`src/sac_pkg.sv`:
```
package sac_pkg;

  // register addresses (8-bit register map index)
  localparam logic [7:0] ADDR_CONV_CONFIG = 8'h82;
  localparam logic [7:0] ADDR_GAIN_CONFIG = 8'h83;
  localparam logic [7:0] ADDR_OCAL_UPPER = 8'h84;
  localparam logic [7:0] ADDR_OCAL_LOWER = 8'h85;

  // reset values
  localparam logic [15:0] RST_CONV_CONFIG = 16'h0400;
  localparam logic [15:0] RST_GAIN_CONFIG = 16'h8010;
  localparam logic [15:0] RST_OCAL_UPPER = 16'h0000;
  localparam logic [15:0] RST_OCAL_LOWER = 16'h0000;

  // writable bit masks; everything else is reserved and reads zero
  localparam logic [15:0] MASK_CONV_CONFIG = 16'h0f0f;
  localparam logic [15:0] MASK_GAIN_CONFIG = 16'h8f3f;
  localparam logic [15:0] MASK_OCAL_UPPER = 16'hffff;
  localparam logic [15:0] MASK_OCAL_LOWER = 16'hff00;

  // field positions, conversion config
  localparam int POS_CONV_MODE = 11;
  localparam int POS_OSR = 8;
  localparam int POS_GC_EN = 3;
  localparam int POS_GC_DELAY = 0;
  // field positions, input and gain config, then the lower calibration byte
  localparam int POS_CH_EN = 15;
  localparam int POS_GAIN = 10;
  localparam int POS_MUX = 8;
  localparam int POS_SRC_STEER = 5;
  localparam int POS_SINK_STEER = 4;
  localparam int POS_SRC_LEVEL = 2;
  localparam int POS_SINK_LEVEL = 0;
  localparam int POS_OCAL_LOW = 8;

  // timing bases: smallest ratio and smallest chop delay, as shift exponents
  localparam int OSR_BASE_LOG2 = 6;
  localparam int GC_DELAY_BASE_LOG2 = 1;
  // analog gain code used when the gain is 16 or 32
  localparam logic [1:0] GAIN_CODE_X8 = 2'h1;

  // conversion modes
  typedef enum logic [0:0] {
    CONV_CONTINUOUS = 1'h0,
    CONV_SINGLE_SHOT = 1'h1
  } sac_conv_mode_type;

  // input multiplexer selections
  typedef enum logic [1:0] {
    MUX_NORMAL = 2'h0,
    MUX_SWAPPED = 2'h1,
    MUX_SHORT = 2'h2,
    MUX_TEST_DAC = 2'h3
  } sac_mux_type;

endpackage : sac_pkg
```
`src/sac_cfg_if.sv`:
```
`timescale 1ns/1ps
`default_nettype none
// decoded configuration handed from the register file to the conversion core
interface sac_cfg_if;
  logic conv_mode_select;
  logic [2:0] oversampling_ratio;
  logic global_chop_enable;
  logic [2:0] global_chop_delay;
  logic channel_enable;
  logic [1:0] gain_select;
  logic [23:0] offset_calibration;
  modport regs (output conv_mode_select, oversampling_ratio, global_chop_enable, global_chop_delay,
                output channel_enable, gain_select, offset_calibration);
  modport core (input conv_mode_select, oversampling_ratio, global_chop_enable, global_chop_delay,
                input channel_enable, gain_select, offset_calibration);
endinterface : sac_cfg_if
`default_nettype wire

```
`src/sac_config_regs.sv`:
```
`timescale 1ns/1ps
`default_nettype none
// How it works
// [RULE_01] mode bit: 0 continuous, 1 single-shot
// [RULE_02] ratio code maps 64 to 8192, reset 100b
// [RULE_03] words come at modulator rate over ratio
// [RULE_04] bit 3 enables global chop, reset off
// [RULE_05] chop delay code selects 2 to 256 periods
// [RULE_06] disable or standby zeroes result and counter
// [RULE_07] gain code selects 4, 8, 16, 32
// [RULE_08] gains 16, 32 use analog 8 plus shift
// [RULE_09] mux: normal, swapped, grounded short, test DAC
// [RULE_10] source steer: 0 positive, 1 negative input
// [RULE_11] sink steer: resets to negative input
// [RULE_12] source level: off, 4, 40, 240 uA
// [RULE_13] sink level: off, 4, 40, 240 uA
// [RULE_14] 84h holds calibration bits 23:8
// [RULE_15] 85h high byte holds bits 7:0
// [RULE_16] reserved bits always read zero
// [RULE_17] calibration subtracted from each raw result
module sac_config_regs
  import sac_pkg::*;
(
  // clock and reset
  input wire logic clock,
  input wire logic sys_rst,
  // register access from the serial host interface
  input wire logic reg_wr_en,
  input wire logic [7:0] reg_addr,
  input wire logic [15:0] reg_wr_data,
  output logic [15:0] reg_rd_data,
  output logic reg_hit,
  // modulator side
  input wire logic mod_tick,
  input wire logic standby,
  input wire logic start_single,
  input wire logic [23:0] raw_result,
  // analog front end controls
  output logic [1:0] analog_gain,
  output logic input_swap,
  output logic input_short,
  output logic input_test_dac,
  output logic current_source_steer,
  output logic current_sink_steer,
  output logic [1:0] current_source_level,
  output logic [1:0] current_sink_level,
  output logic chop_active,
  // conversion results
  output logic [23:0] conversion_result,
  output logic [1:0] conversion_counter,
  output logic data_ready
);

  ////////////////////////////////////////////////////////////////////////////
  // storage, masked so reserved bits never hold a one
  logic [15:0] conv_cfg_ff;
  logic [15:0] gain_cfg_ff;
  logic [15:0] ocal_up_ff;
  logic [15:0] ocal_lo_ff;

  // address decode
  wire sel_conv = reg_addr == ADDR_CONV_CONFIG;
  wire sel_gain = reg_addr == ADDR_GAIN_CONFIG;
  wire sel_up = reg_addr == ADDR_OCAL_UPPER;
  wire sel_lo = reg_addr == ADDR_OCAL_LOWER;

  // register writes; reserved bits dropped by the masks
  always_ff @(posedge clock) begin
    if (sys_rst) begin
      conv_cfg_ff <= RST_CONV_CONFIG; // RULE_01 RULE_02 RULE_04
      gain_cfg_ff <= RST_GAIN_CONFIG; // RULE_06 RULE_07 RULE_10 RULE_11 RULE_12 RULE_13
      ocal_up_ff <= RST_OCAL_UPPER; // RULE_14
      ocal_lo_ff <= RST_OCAL_LOWER; // RULE_15
    end else if (reg_wr_en) begin
      if (sel_conv) conv_cfg_ff <= reg_wr_data & MASK_CONV_CONFIG; // RULE_16
      if (sel_gain) gain_cfg_ff <= reg_wr_data & MASK_GAIN_CONFIG; // RULE_16
      if (sel_up) ocal_up_ff <= reg_wr_data & MASK_OCAL_UPPER; // RULE_14
      if (sel_lo) ocal_lo_ff <= reg_wr_data & MASK_OCAL_LOWER; // RULE_15
    end
  end

  // read mux; unmapped addresses read zero and drop reg_hit
  assign reg_hit = sel_conv | sel_gain | sel_up | sel_lo;
  assign reg_rd_data = sel_conv ? conv_cfg_ff :
                       sel_gain ? gain_cfg_ff :
                       sel_up ? ocal_up_ff :
                       sel_lo ? ocal_lo_ff : 16'h0000;

  ////////////////////////////////////////////////////////////////////////////
  // field decode towards the core
  sac_cfg_if cfg ();
  assign cfg.conv_mode_select = conv_cfg_ff[POS_CONV_MODE]; // RULE_01
  assign cfg.oversampling_ratio = conv_cfg_ff[POS_OSR +: 3]; // RULE_02
  assign cfg.global_chop_enable = conv_cfg_ff[POS_GC_EN]; // RULE_04
  assign cfg.global_chop_delay = conv_cfg_ff[POS_GC_DELAY +: 3]; // RULE_05
  assign cfg.channel_enable = gain_cfg_ff[POS_CH_EN]; // RULE_06
  assign cfg.gain_select = gain_cfg_ff[POS_GAIN +: 2]; // RULE_07
  assign cfg.offset_calibration = {ocal_up_ff, ocal_lo_ff[POS_OCAL_LOW +: 8]}; // RULE_14 RULE_15

  // front end controls; gains above 8 stay at analog 8
  wire [1:0] gain_code = cfg.gain_select;
  wire [1:0] mux_code = gain_cfg_ff[POS_MUX +: 2];
  assign analog_gain = gain_code[1] ? GAIN_CODE_X8 : gain_code; // RULE_07 RULE_08
  assign input_swap = mux_code == MUX_SWAPPED; // RULE_09
  assign input_short = mux_code == MUX_SHORT; // RULE_09
  assign input_test_dac = mux_code == MUX_TEST_DAC; // RULE_09
  assign current_source_steer = gain_cfg_ff[POS_SRC_STEER]; // RULE_10
  assign current_sink_steer = gain_cfg_ff[POS_SINK_STEER]; // RULE_11
  assign current_source_level = gain_cfg_ff[POS_SRC_LEVEL +: 2]; // RULE_12
  assign current_sink_level = gain_cfg_ff[POS_SINK_LEVEL +: 2]; // RULE_13
  assign chop_active = cfg.global_chop_enable & cfg.channel_enable; // RULE_04

  ////////////////////////////////////////////////////////////////////////////
  // conversion core
  sac_conv_core u_core (
    .clock(clock),
    .sys_rst(sys_rst),
    .cfg(cfg.core),
    .mod_tick(mod_tick),
    .standby(standby),
    .start_single(start_single),
    .raw_result(raw_result),
    .conversion_result(conversion_result),
    .conversion_counter(conversion_counter),
    .data_ready(data_ready)
  );

  ////////////////////////////////////////////////////////////////////////////
  // checks
  a_reserved_zero: assert property (@(posedge clock) disable iff (sys_rst)
    (sel_conv |-> (reg_rd_data & ~MASK_CONV_CONFIG) == 16'h0) and
    (sel_lo |-> reg_rd_data[7:0] == 8'h0)) // RULE_16
    else $error("reserved bits read nonzero");
  a_upper_write: assert property (@(posedge clock) disable iff (sys_rst)
    (reg_wr_en && sel_up) |=> cfg.offset_calibration[23:8] == $past(reg_wr_data)) // RULE_14
    else $error("upper calibration not stored");
  a_lower_write: assert property (@(posedge clock) disable iff (sys_rst)
    (reg_wr_en && sel_lo) |=> cfg.offset_calibration[7:0] == $past(reg_wr_data[15:8])) // RULE_15
    else $error("lower calibration not stored");
  a_gain_analog: assert property (@(posedge clock) disable iff (sys_rst)
    gain_code[1] |-> analog_gain == 2'h1) // RULE_08
    else $error("digital gain without analog 8");
  a_mux_onehot: assert property (@(posedge clock) disable iff (sys_rst)
    $onehot0({input_swap, input_short, input_test_dac})) // RULE_09
    else $error("input mux selection not exclusive");
  a_reset_values: assert property (@(posedge clock)
    $past(sys_rst) |-> (current_sink_steer && !current_source_steer && cfg.oversampling_ratio == 3'h4)) // RULE_11
    else $error("reset values wrong");

endmodule : sac_config_regs
`default_nettype wire

```
`src/sac_conv_core.sv`:
```
`timescale 1ns/1ps
`default_nettype none
// conversion pacing, chop settling, offset correction and digital gain
module sac_conv_core
  import sac_pkg::*;
(
  // clock and reset
  input wire logic clock,
  input wire logic sys_rst,
  // configuration
  sac_cfg_if.core cfg,
  // modulator side
  input wire logic mod_tick,
  input wire logic standby,
  input wire logic start_single,
  input wire logic [23:0] raw_result,
  // results
  output logic [23:0] conversion_result,
  output logic [1:0] conversion_counter,
  output logic data_ready
);

  ////////////////////////////////////////////////////////////////////////////
  // state
  logic [13:0] dec_cnt_ff; // modulator periods within one output word
  logic [8:0] chop_cnt_ff; // remaining chop settling periods
  logic single_armed_ff; // single-shot request pending
  logic [23:0] result_ff;
  logic [1:0] count_ff;
  logic ready_ff;

  // enable gate: disabled or standby kills everything
  wire run = cfg.channel_enable & ~standby;
  // output word period, 64 shifted by the ratio code
  wire [13:0] word_len = 14'(14'h1 << (OSR_BASE_LOG2 + 32'(cfg.oversampling_ratio))); // RULE_02
  // chop wait, 2 shifted by the delay code
  wire [8:0] chop_len = 9'(9'h1 << (GC_DELAY_BASE_LOG2 + 32'(cfg.global_chop_delay))); // RULE_05
  wire single = cfg.conv_mode_select == CONV_SINGLE_SHOT; // RULE_01
  wire converting = run & (~single | single_armed_ff);
  wire word_done = converting & mod_tick & (chop_cnt_ff == 9'h0) & (dec_cnt_ff == word_len - 14'h1); // RULE_03
  // offset removal with sign, then digital gain on the top two codes
  wire [23:0] corrected = raw_result - cfg.offset_calibration; // RULE_17
  wire [23:0] scaled = (cfg.gain_select == 2'h3) ? {corrected[21:0], 2'h0} :
                       (cfg.gain_select == 2'h2) ? {corrected[22:0], 1'h0} : corrected; // RULE_08

  ////////////////////////////////////////////////////////////////////////////
  // decimation and chop settling counters
  always_ff @(posedge clock) begin
    if (sys_rst | ~converting) begin
      dec_cnt_ff <= 14'h0;
      chop_cnt_ff <= 9'h0;
    end else if (mod_tick) begin
      if (chop_cnt_ff != 9'h0) begin
        chop_cnt_ff <= chop_cnt_ff - 9'h1;
      end else if (word_done) begin
        dec_cnt_ff <= 14'h0;
        // after each chopped word the inputs swap and settle again
        chop_cnt_ff <= cfg.global_chop_enable ? chop_len : 9'h0; // RULE_04
      end else begin
        dec_cnt_ff <= dec_cnt_ff + 14'h1;
      end
    end
  end

  // single-shot arming; a new start wins over the completion clear
  always_ff @(posedge clock) begin
    if (sys_rst | ~run) begin
      single_armed_ff <= 1'b0;
    end else if (start_single) begin
      single_armed_ff <= 1'b1;
    end else if (word_done & single) begin
      single_armed_ff <= 1'b0;
    end
  end

  // result, wrapping counter and ready pulse
  always_ff @(posedge clock) begin
    if (sys_rst | ~run) begin
      result_ff <= 24'h0; // RULE_06
      count_ff <= 2'h0; // RULE_06
      ready_ff <= 1'b0;
    end else begin
      ready_ff <= word_done;
      if (word_done) begin
        result_ff <= scaled;
        count_ff <= count_ff + 2'h1;
      end
    end
  end

  assign conversion_result = result_ff;
  assign conversion_counter = count_ff;
  assign data_ready = ready_ff;

  ////////////////////////////////////////////////////////////////////////////
  // checks
  a_disable_clears: assert property (@(posedge clock) disable iff (sys_rst)
    !run |=> (conversion_result == 24'h0 && conversion_counter == 2'h0)) // RULE_06
    else $error("result not cleared while disabled");
  a_word_counts: assert property (@(posedge clock) disable iff (sys_rst)
    word_done |=> (conversion_counter == $past(conversion_counter) + 2'h1)) // RULE_03
    else $error("counter did not advance on word");
  a_ready_pulse: assert property (@(posedge clock) disable iff (sys_rst)
    data_ready |=> !data_ready ##0 $past(word_done, 2)) // RULE_03
    else $error("ready not a single pulse after word");
  a_gain_scale: assert property (@(posedge clock) disable iff (sys_rst)
    (word_done && cfg.gain_select == 2'h3) |=> conversion_result[1:0] == 2'h0) // RULE_08
    else $error("x32 result not scaled by four");
  a_chop_wait: assert property (@(posedge clock) disable iff (sys_rst)
    (word_done && mod_tick && cfg.global_chop_enable && converting) |=> chop_cnt_ff == chop_len) // RULE_05
    else $error("chop wait not loaded");

endmodule : sac_conv_core
`default_nettype wire

```
`config.mk`:
```
export PLATFORM = sky130hd
export DESIGN_NAME = sac_config_regs
export DESIGN_NICKNAME = d
export VERILOG_FILES = /design/src/sac_pkg.sv /design/src/sac_cfg_if.sv /design/src/sac_config_regs.sv /design/src/sac_conv_core.sv
export SDC_FILE = /design/constraint.sdc
export NUM_CORES = 1
export LEC_CHECK = 0
export BUFFER_PORTS_ARGS = -buffer_cell sky130_fd_sc_hd__buf_2
export CAP_MARGIN = 20
export CORE_ASPECT_RATIO = 0.5
export CORE_UTILIZATION = 52
export DETAILED_ROUTE_END_ITERATION = 16
export PLACE_DENSITY = 0.77
export SLEW_MARGIN = 20
export SYNTH_ARGS = -nofsm -noshare
export SYNTH_HDL_FRONTEND = slang
export SYNTH_SLANG_ARGS = --single-unit
```
`constraint.sdc`:
```
create_clock -name clock -period 3.35 [get_ports clock]
set_input_delay 0.5025 -clock clock [delete_from_list [all_inputs] [get_ports clock]]
set_output_delay 0.5025 -clock clock [all_outputs]
set_load 0.05 [all_outputs]
```
==> results of run 1 <==
[power groups by stage]
stage / clock network [uW] / registers, uW / logic, uW
final: 1010 / 1120 / 326
after global routing: 1080 / 1120 / 357
after CTS: 1020 / 1120 / 320
after detailed placement: 0 / 1150 / 317
after global placement: 0 / 1150 / 315
after floorplan: 0 / 1150 / 215
[worst min-delay path, cell delays in order]
cell and delay (ns):
sky130_fd_sc_hd__buf_2 0.08, sky130_fd_sc_hd__a21oi_1 0.03, sky130_fd_sc_hd__nor2_1 0.07
[layer usage]
metal	track usage (%)	part of all wire (%)	routed length, um
met4	8.49	1.6	308
met1	40.1	46	9030
met3	5.51	6.2	1220
met2	50.2	46	8990
met5	0	0	0
[registers in the layout (all words and copies together), names as in the netlist]
register / count
u_core.dec_cnt_ff: 14
u_core.chop_cnt_ff: 9
u_core.conversion_result: 24
gain_cfg_ff: 11
u_core.conversion_counter: 2
conv_cfg_ff: 8
u_core.single_armed_ff: 1
ocal_up_ff: 16
u_core.data_ready: 1
ocal_lo_ff: 8
[metrics by stage]
stage / worst slack [ns] / utilization, % / std cells / instance area (um^2)
4_1_cts: 0.0843 / 63.5 / 1160 / 7720
5_1_grt: 0.00280 / 63.7 / 1160 / 7740
3_5_place_dp: -0.0487 / 61.2 / 1146 / 7440
3_3_place_gp: 0.127 / 61.2 / 1146 / 7440
6_report: 0.184 / 63.7 / 1160 / 7740
2_1_floorplan: 0.0000746 / - / 897 / 6700
[final cells by class]
cell class	count	area [um^2]
inverter	41	154
timing repair buffer	139	786
clock buffer	9	225
multi-input combinational	707	4440
clock inverter	5	52.6
fill	1109	4410
tap	165	206
sequential	94	1880
[kinds of logic after synthesis]
logic type,after synthesis
and+or+nand+nor,367
adders and majority gates,32
other,1
buffers and inverters,96
AOI/OAI and AO/OA,232
muxes,36
DFF,94
xor gates and xnor gates,39
[repair_timing]
| action | CTS | global route |
|---|---|---|
| resized for setup | 0 | 5 |
| endpoints found under the hold margin | 0 | 0 |
| endpoints found under the setup margin | 0 | 36 |
| hold buffers | 0 | 0 |
| setup buffers | 0 | 0 |
[path summary, 6_finish.rpt]
| path | startpoint | endpoint | slack, ns |
|---|---|---|---|
| hold / removal | start_single | u_core.single_armed_ff | 0.37 |
| setup reg to reg | conv_cfg_ff[10] | u_core.conversion_result[23] | 0.18 |
| hold reg to reg | u_core.conversion_result[10] | u_core.conversion_result[10] | 0.45 |
| setup / recovery | conv_cfg_ff[10] | u_core.conversion_result[23] | 0.18 |
[layout by cell type, fill, tap and decap left out, types with 9 or more instances in the layout]
cell type and n:
sky130_fd_sc_hd__xnor2_1 18, sky130_fd_sc_hd__buf_4 30, sky130_fd_sc_hd__inv_1 41, sky130_fd_sc_hd__a21oi_1 88
sky130_fd_sc_hd__nand4_1 13, sky130_fd_sc_hd__nand3_1 29, sky130_fd_sc_hd__nor2_1 75, sky130_fd_sc_hd__xor2_1 21
sky130_fd_sc_hd__buf_2 108, sky130_fd_sc_hd__o22ai_1 9, sky130_fd_sc_hd__mux2i_1 33, sky130_fd_sc_hd__dfxtp_1 94
sky130_fd_sc_hd__nand2_1 136, sky130_fd_sc_hd__nor3_1 26, sky130_fd_sc_hd__a21o_1 10, sky130_fd_sc_hd__ha_1 31
sky130_fd_sc_hd__clkbuf_16 9, sky130_fd_sc_hd__and2_1 10, sky130_fd_sc_hd__nor2b_1 10, sky130_fd_sc_hd__o211ai_1 15
sky130_fd_sc_hd__a211oi_1 13, sky130_fd_sc_hd__o21ai_0 30, sky130_fd_sc_hd__nand2b_1 14, sky130_fd_sc_hd__nor4_1 9
==> reports/results.md, run 1 <==
| Item | Reported |
|:---|:---|
| Root cell of the clock tree | sky130_fd_sc_hd__clkbuf_16 |
| Slowest cell delay on critical path | 0.45 ns |
| Placeable core region | 0.0122 mm^2 |
| Critical Setup Path Class | reg -> reg |
| Reg2reg path depth | 13 |
| Element type at the critical path start | flip-flop |
| Buffering stage count on the worst path with inverters included | 3 |
| Max VDD drop | 0.000252 V |
| Arithmetic-cell share of the synthesized area counting full adders, half adders and majority gates | 6.12% |
| Maximum number of pins on one net before global-route repair | 46 |
| Transition time at the pin with the least slew margin | 0.807 ns |
| Xor and xnor fraction of the mapped netlist area | 5.13% |
| Post-layout total power | 2460 uW |
| DRC marker count from the first detailed-route iteration | 662 |
| Initial Utilization | 54.8% |
| Cells after Synth | 897 |
| Top-count cell post-synth | sky130_fd_sc_hd__nand2_1 |
| Worst hold slack | 0.374 ns |
| DR pass1 iterations | 5 |
| Share of total power in combinational logic | 13.3% |
| Antenna violations before repair | 0 |
| Part of the total power dissipated in sequential elements | 45.6% |
| Worst min path class | in -> reg |
| Number of nets in the final layout | 1078 |
| TNS Setup | 0 ns |
| Kind of end point of the critical path | flip-flop |
| Sequential share of the synthesized area | 28.2% |
| Avg Synthesized Cell Area | 7.43 um^2 |
| Leading cell types by total area after synthesis | sky130_fd_sc_hd__dfxtp_1 (28%), sky130_fd_sc_hd__nand2_1 (7.7%), sky130_fd_sc_hd__a21oi_1 (6.6%) |
| Routed WL per cell | 16.8 um |
| Grt ovf | 0 |
| Post-Route WL | 19500 um |
| Sw Share | 26.6% |
| Total inserted antenna cells | 0 |
| Via count | 6866 |
| Master of the slowest instance on the critical path | sky130_fd_sc_hd__a2111oi_2 |
| TritonCTS clock tree | done |
| Number of input and output port buffers inserted | 108 |
| Path length in cells of the critical path | 13 |
| Num CTS Buffers | 9 |
| Run status | finished, final reports clean |
| Critical-path maximum fanout | 6 |
| Top Ports | 110 |
| Critical-path cell list | inv_1 > ha_1 > nand4_1 > ha_1 > buf_4 > xnor2_1 > mux2_2 > a32oi_2 > nor4_2 > buf_4 > nand4_1 > a2111oi_2 > a21o_1 |
| Synthesis-to-layout area growth | 16.2% |
| Number of maximum-capacitance violations | 0 |
| Clock-pin slew of the registers on the worst-case setup and hold paths | 0.07 ns |
| Die Height | 82.0 um |
| Cell row count | 28 |
| DRT antenna net count | 0 |
| Top-area cell type share of the netlist area | 28.2% |
| Share of layout cells above drive strength 1 | 18.0% |
| Net Count, Synth | 983 |
| Cell type with the highest aggregate area in the netlist | sky130_fd_sc_hd__dfxtp_1 |
| Clock network power share | 41.1% |
| Number of vias per cell after detailed routing | 5.92 |
| Post-synthesis mux area share | 5.46% |
| Number of distinct library cells after synthesis | 72 |
| Internal power contribution | 1800 uW |
| DP Wirelength | 14900 um |
| Setup repair after global routing missed its margin | no |
| Skew-Pair Late Insertion Delay | 0.35 ns |
| Gr usage total | 30.1% |
| Number of synthesized flops with an enable pin | 0 |
| Synthesis-stage register bit count | 94 |
| Required time of the worst setup path | 3.65 ns |
| Die width | 162 um |
| Ys flop type | sky130_fd_sc_hd__dfxtp_1 |
| Die outline area | 0.0133 mm^2 |
| Final setup violation count | 0 |
| Net switching component of the power | 653 uW |
| Largest family of logic cells by synthesized area | simple AND/OR/NAND/NOR gates |
| Number of hold violations in the final report | 0 |
| Post-synth ARST share | 0% |
| Skew final | 0.00887 ns |
| Remaining max-slew budget at the tightest pin | 46.2% |
| Max Transition Viols Final | 0 |
| Fraction of the cycle the final worst path needs | 94.5% |
| Pwr Density | 317 mW/mm^2 |
| Area share of and/or/nand/nor cells after synthesis | 26.6% |
| Arrival time at the worst endpoint | 3.46 ns |
| Compound-cell area share of the yosys netlist | 22.3% |
| First-pass GRT wire length | 31500 um |
| Family of cells with the greatest summed delay on the critical path | compound AO/OA/AOI/OAI gates |
| Number of cells on the worst hold path | 3 |
| CTS H-tree depth | 3 |
| GP Congestion | 0.950 |
| Total number of yosys warnings | 0 |
| Via count of the first global-routing pass | 6273 |
| Detailed-route DRC error count | 0 |
| Highest clock frequency the design can meet | 0.316 GHz |
| Static Leak | 0.00301 uW |
| Top cells by instance count after synthesis | sky130_fd_sc_hd__nand2_1 (136), sky130_fd_sc_hd__dfxtp_1 (94), sky130_fd_sc_hd__a21oi_1 (88) |
| Cell area after technology mapping | 0.00666 mm^2 |
| Worst-case clock buffer depth | 2 |
| Clock Sink Count | 94 |
| Post-layout minimum cycle time | 3.17 ns |
Power figures use the tool's default switching activity.
==> inputs of run 2 (changes only) <==
CORE_MARGIN = 2   (was unset)
==> run 2 against run 1 <==
Worst hold slack got worse by 0.017 ns. Die area grew 3.7%. First-iteration DRC count is 11% lower. Sequential cell count did not move. Highest routed layer unchanged. Largest cell class unchanged. Sequential power about the same. Worst setup slack improved by 0.097 ns.
==> reports/results.md, run 2 (synthesized netlist as in run 1, its figures left out) <==
| Item | Reported |
|:---|:---|
| TNS Setup | 0 ns |
| Num CTS Buffers | 9 |
| DR pass1 iterations | 7 |
| Final design instance area without fill | 0.00770 mm^2 |
| Max VDD drop | 0.000237 V |
| Critical Setup Path Class | reg -> reg |
| DP Wirelength | 14700 um |
| Max reg flops | 24 |
| TritonCTS clock tree | done |
| Reg2reg path depth | 12 |
| Total inserted antenna cells | 0 |
| Share of layout cells above drive strength 1 | 17.6% |
| Clock-pin slew of the registers on the worst-case setup and hold paths | 0.07 ns |
| Synthesis-to-layout area growth | 15.6% |
| Gr usage total | 28.1% |
| Fill cell total of the finished layout | 1104 |
| Initial Utilization | 52.9% |
| Number of nets in the final layout | 1071 |
| Die Height | 84.0 um |
| Number of maximum-capacitance violations | 0 |
| Cell row count | 29 |
| Most frequent standard cell in the layout excluding fill and tap cells | sky130_fd_sc_hd__nand2_1 |
| Number of input and output port buffers inserted | 108 |
| Arrival time at the worst endpoint | 3.28 ns |
| Fraction of the cycle the final worst path needs | 91.6% |
| Number of hold violations in the final report | 0 |
| Die width | 164 um |
| Critical-path maximum fanout | 5 |
| Detailed-route DRC error count | 0 |
| Final setup violation count | 0 |
| Number of vias per cell after detailed routing | 5.97 |
| Pwr Density | 320 mW/mm^2 |
| First-pass GRT wire length | 31500 um |
| Placed cell area | 0.00739 mm^2 |
| Final core occ | 61.2% |
| Via count of the first global-routing pass | 6305 |
| Minimum setup slack among reg-to-reg paths | 0.28 ns |
| CTS H-tree depth | 3 |
| Kind of end point of the critical path | flip-flop |
| Worst-case clock buffer depth | 2 |
| Skew-Pair Late Insertion Delay | 0.36 ns |
| Required time of the worst setup path | 3.56 ns |
| Routed WL per cell | 16.9 um |
| Number of cells on the worst hold path | 3 |
| Highest clock frequency the design can meet | 0.326 GHz |
| Via count | 6926 |
| Hold-critical path endpoint | u_core.single_armed_ff |
| Most used cell, CP | sky130_fd_sc_hd__nand2_1 |
| Launch point of the worst reg-to-reg path | conv_cfg_ff[10] |
| Critical-path cell list | inv_1 > ha_1 > nand4_1 > ha_2 > xor2_1 > nand2_1 > nor4_2 > nand2_1 > nor3_4 > nand3_2 > a2111oi_1 > o22ai_1 |
| Setup repair after global routing missed its margin | no |
| Startpoint of the most critical setup path | conv_cfg_ff[10] |
| Maximum number of pins on one net before global-route repair | 46 |
| Transition time at the pin with the least slew margin | 0.814 ns |
| DRT antenna net count | 0 |
| Run status | finished, final reports clean |
| Worst min path class | in -> reg |
| DRC marker count from the first detailed-route iteration | 590 |
| Placeable core region | 0.0126 mm^2 |
| Slowest cell delay on critical path | 0.47 ns |
| Grt ovf | 0 |
| Remaining max-slew budget at the tightest pin | 45.7% |
| Hold path startpoint | start_single |
| Most frequent cells in the layout | sky130_fd_sc_hd__nand2_1 (136), sky130_fd_sc_hd__buf_2 (108), sky130_fd_sc_hd__dfxtp_1 (94), sky130_fd_sc_hd__a21oi_1 (88), sky130_fd_sc_hd__nor2_1 (75) |
| Antenna violations before repair | 0 |
| Max Transition Viols Final | 0 |
| Root cell of the clock tree | sky130_fd_sc_hd__clkbuf_16 |
| Post-layout minimum cycle time | 3.07 ns |
| Clock Sink Count | 94 |
| Skew final | 0.0141 ns |
| GP Congestion | 0.905 |
| Capture instance of the worst register-to-register path | u_core.chop_cnt_ff[7] |
| Top Ports | 110 |
| Static Leak | 0.00299 uW |
| Die outline area | 0.0138 mm^2 |
| Element type at the critical path start | flip-flop |
| Master of the slowest instance on the critical path | sky130_fd_sc_hd__a2111oi_1 |
| Post-Route WL | 19600 um |
run 2: cell types whose count changed in the layout (fill, tap and decap cells not counted), moves of 2 or more:
| cell | before | now |
|---|---|---|
| sky130_fd_sc_hd__inv_6 | 0 | 3 |
| sky130_fd_sc_hd__buf_4 | 30 | 23 |
| sky130_fd_sc_hd__clkinv_2 | 3 | 1 |
| sky130_fd_sc_hd__inv_8 | 0 | 2 |
run 2: cell type report:
type | instances | area [um^2] | share of cell area [%]
multi-input combinational | 707 | 4430 | 57.5
tap | 170 | 213 | 2.76
clock buffer | 9 | 225 | 2.92
inverter | 41 | 154 | 2.00
clock inverter | 7 | 62.6 | 0.812
timing repair buffer | 132 | 733 | 9.52
sequential | 94 | 1880 | 24.4
run 2: worst max path at each step:
stage / endpoint / slack, ns / cells past startpoint
after floorplan: u_core.chop_cnt_ff[7] / 0.00007 / 17
after detailed placement: u_core.conversion_result[23] / 0.12 / 14
after global placement: u_core.conversion_result[23] / 0.25 / 14
after CTS: u_core.chop_cnt_ff[7] / 0.15 / 13
after global routing: u_core.chop_cnt_ff[7] / 0.02 / 11
final: u_core.chop_cnt_ff[7] / 0.28 / 12
run 2: layer usage:
| layer | global-route usage (%) | share of wire, % | vias up |
|---|---|---|---|
| met2 | 46.1 | 47 | 230 |
| met5 | 0 | 0 | - |
| li1 | - | - | 3362 |
| met4 | 8.61 | 2.0 | 0 |
| met1 | 38.0 | 45 | 3299 |
| met3 | 4.32 | 6.4 | 35 |
run 2: where the power goes:
part	total (uW)	internal, uW	switching (uW)
registers	1120	1120	2.67
logic	327	117	210
clock network	1010	523	492
total	2460	1760	704
run 2: metrics by stage:
step,setup slack [ns],total power (uW),hold WS (ns),cells
2_1_floorplan,0.0000746,1360,0.435,897
3_3_place_gp,0.247,1460,0.437,1143
3_5_place_dp,0.116,1460,0.441,1143
5_1_grt,0.0245,2550,0.411,1160
6_report,0.281,2460,0.357,1160
4_1_cts,0.154,2470,0.357,1159
run 2: worst max-delay path: cells and delay by family, from the launching register on:
kind | cells | cell delay (ns)
DFF | 1 | 0.35
AOI/OAI and AO/OA | 2 | 0.63
buffers and inverters | 1 | 0.11
adders and majority gates | 2 | 0.69
and+or+nand+nor | 6 | 1.00
xor gates and xnor gates | 1 | 0.16
run 2: repair_timing:
item,in CTS,in global routing
setup endpoints to repair,0,12
hold buffers,0,0
buffers inserted,0,1
resized for setup,0,4
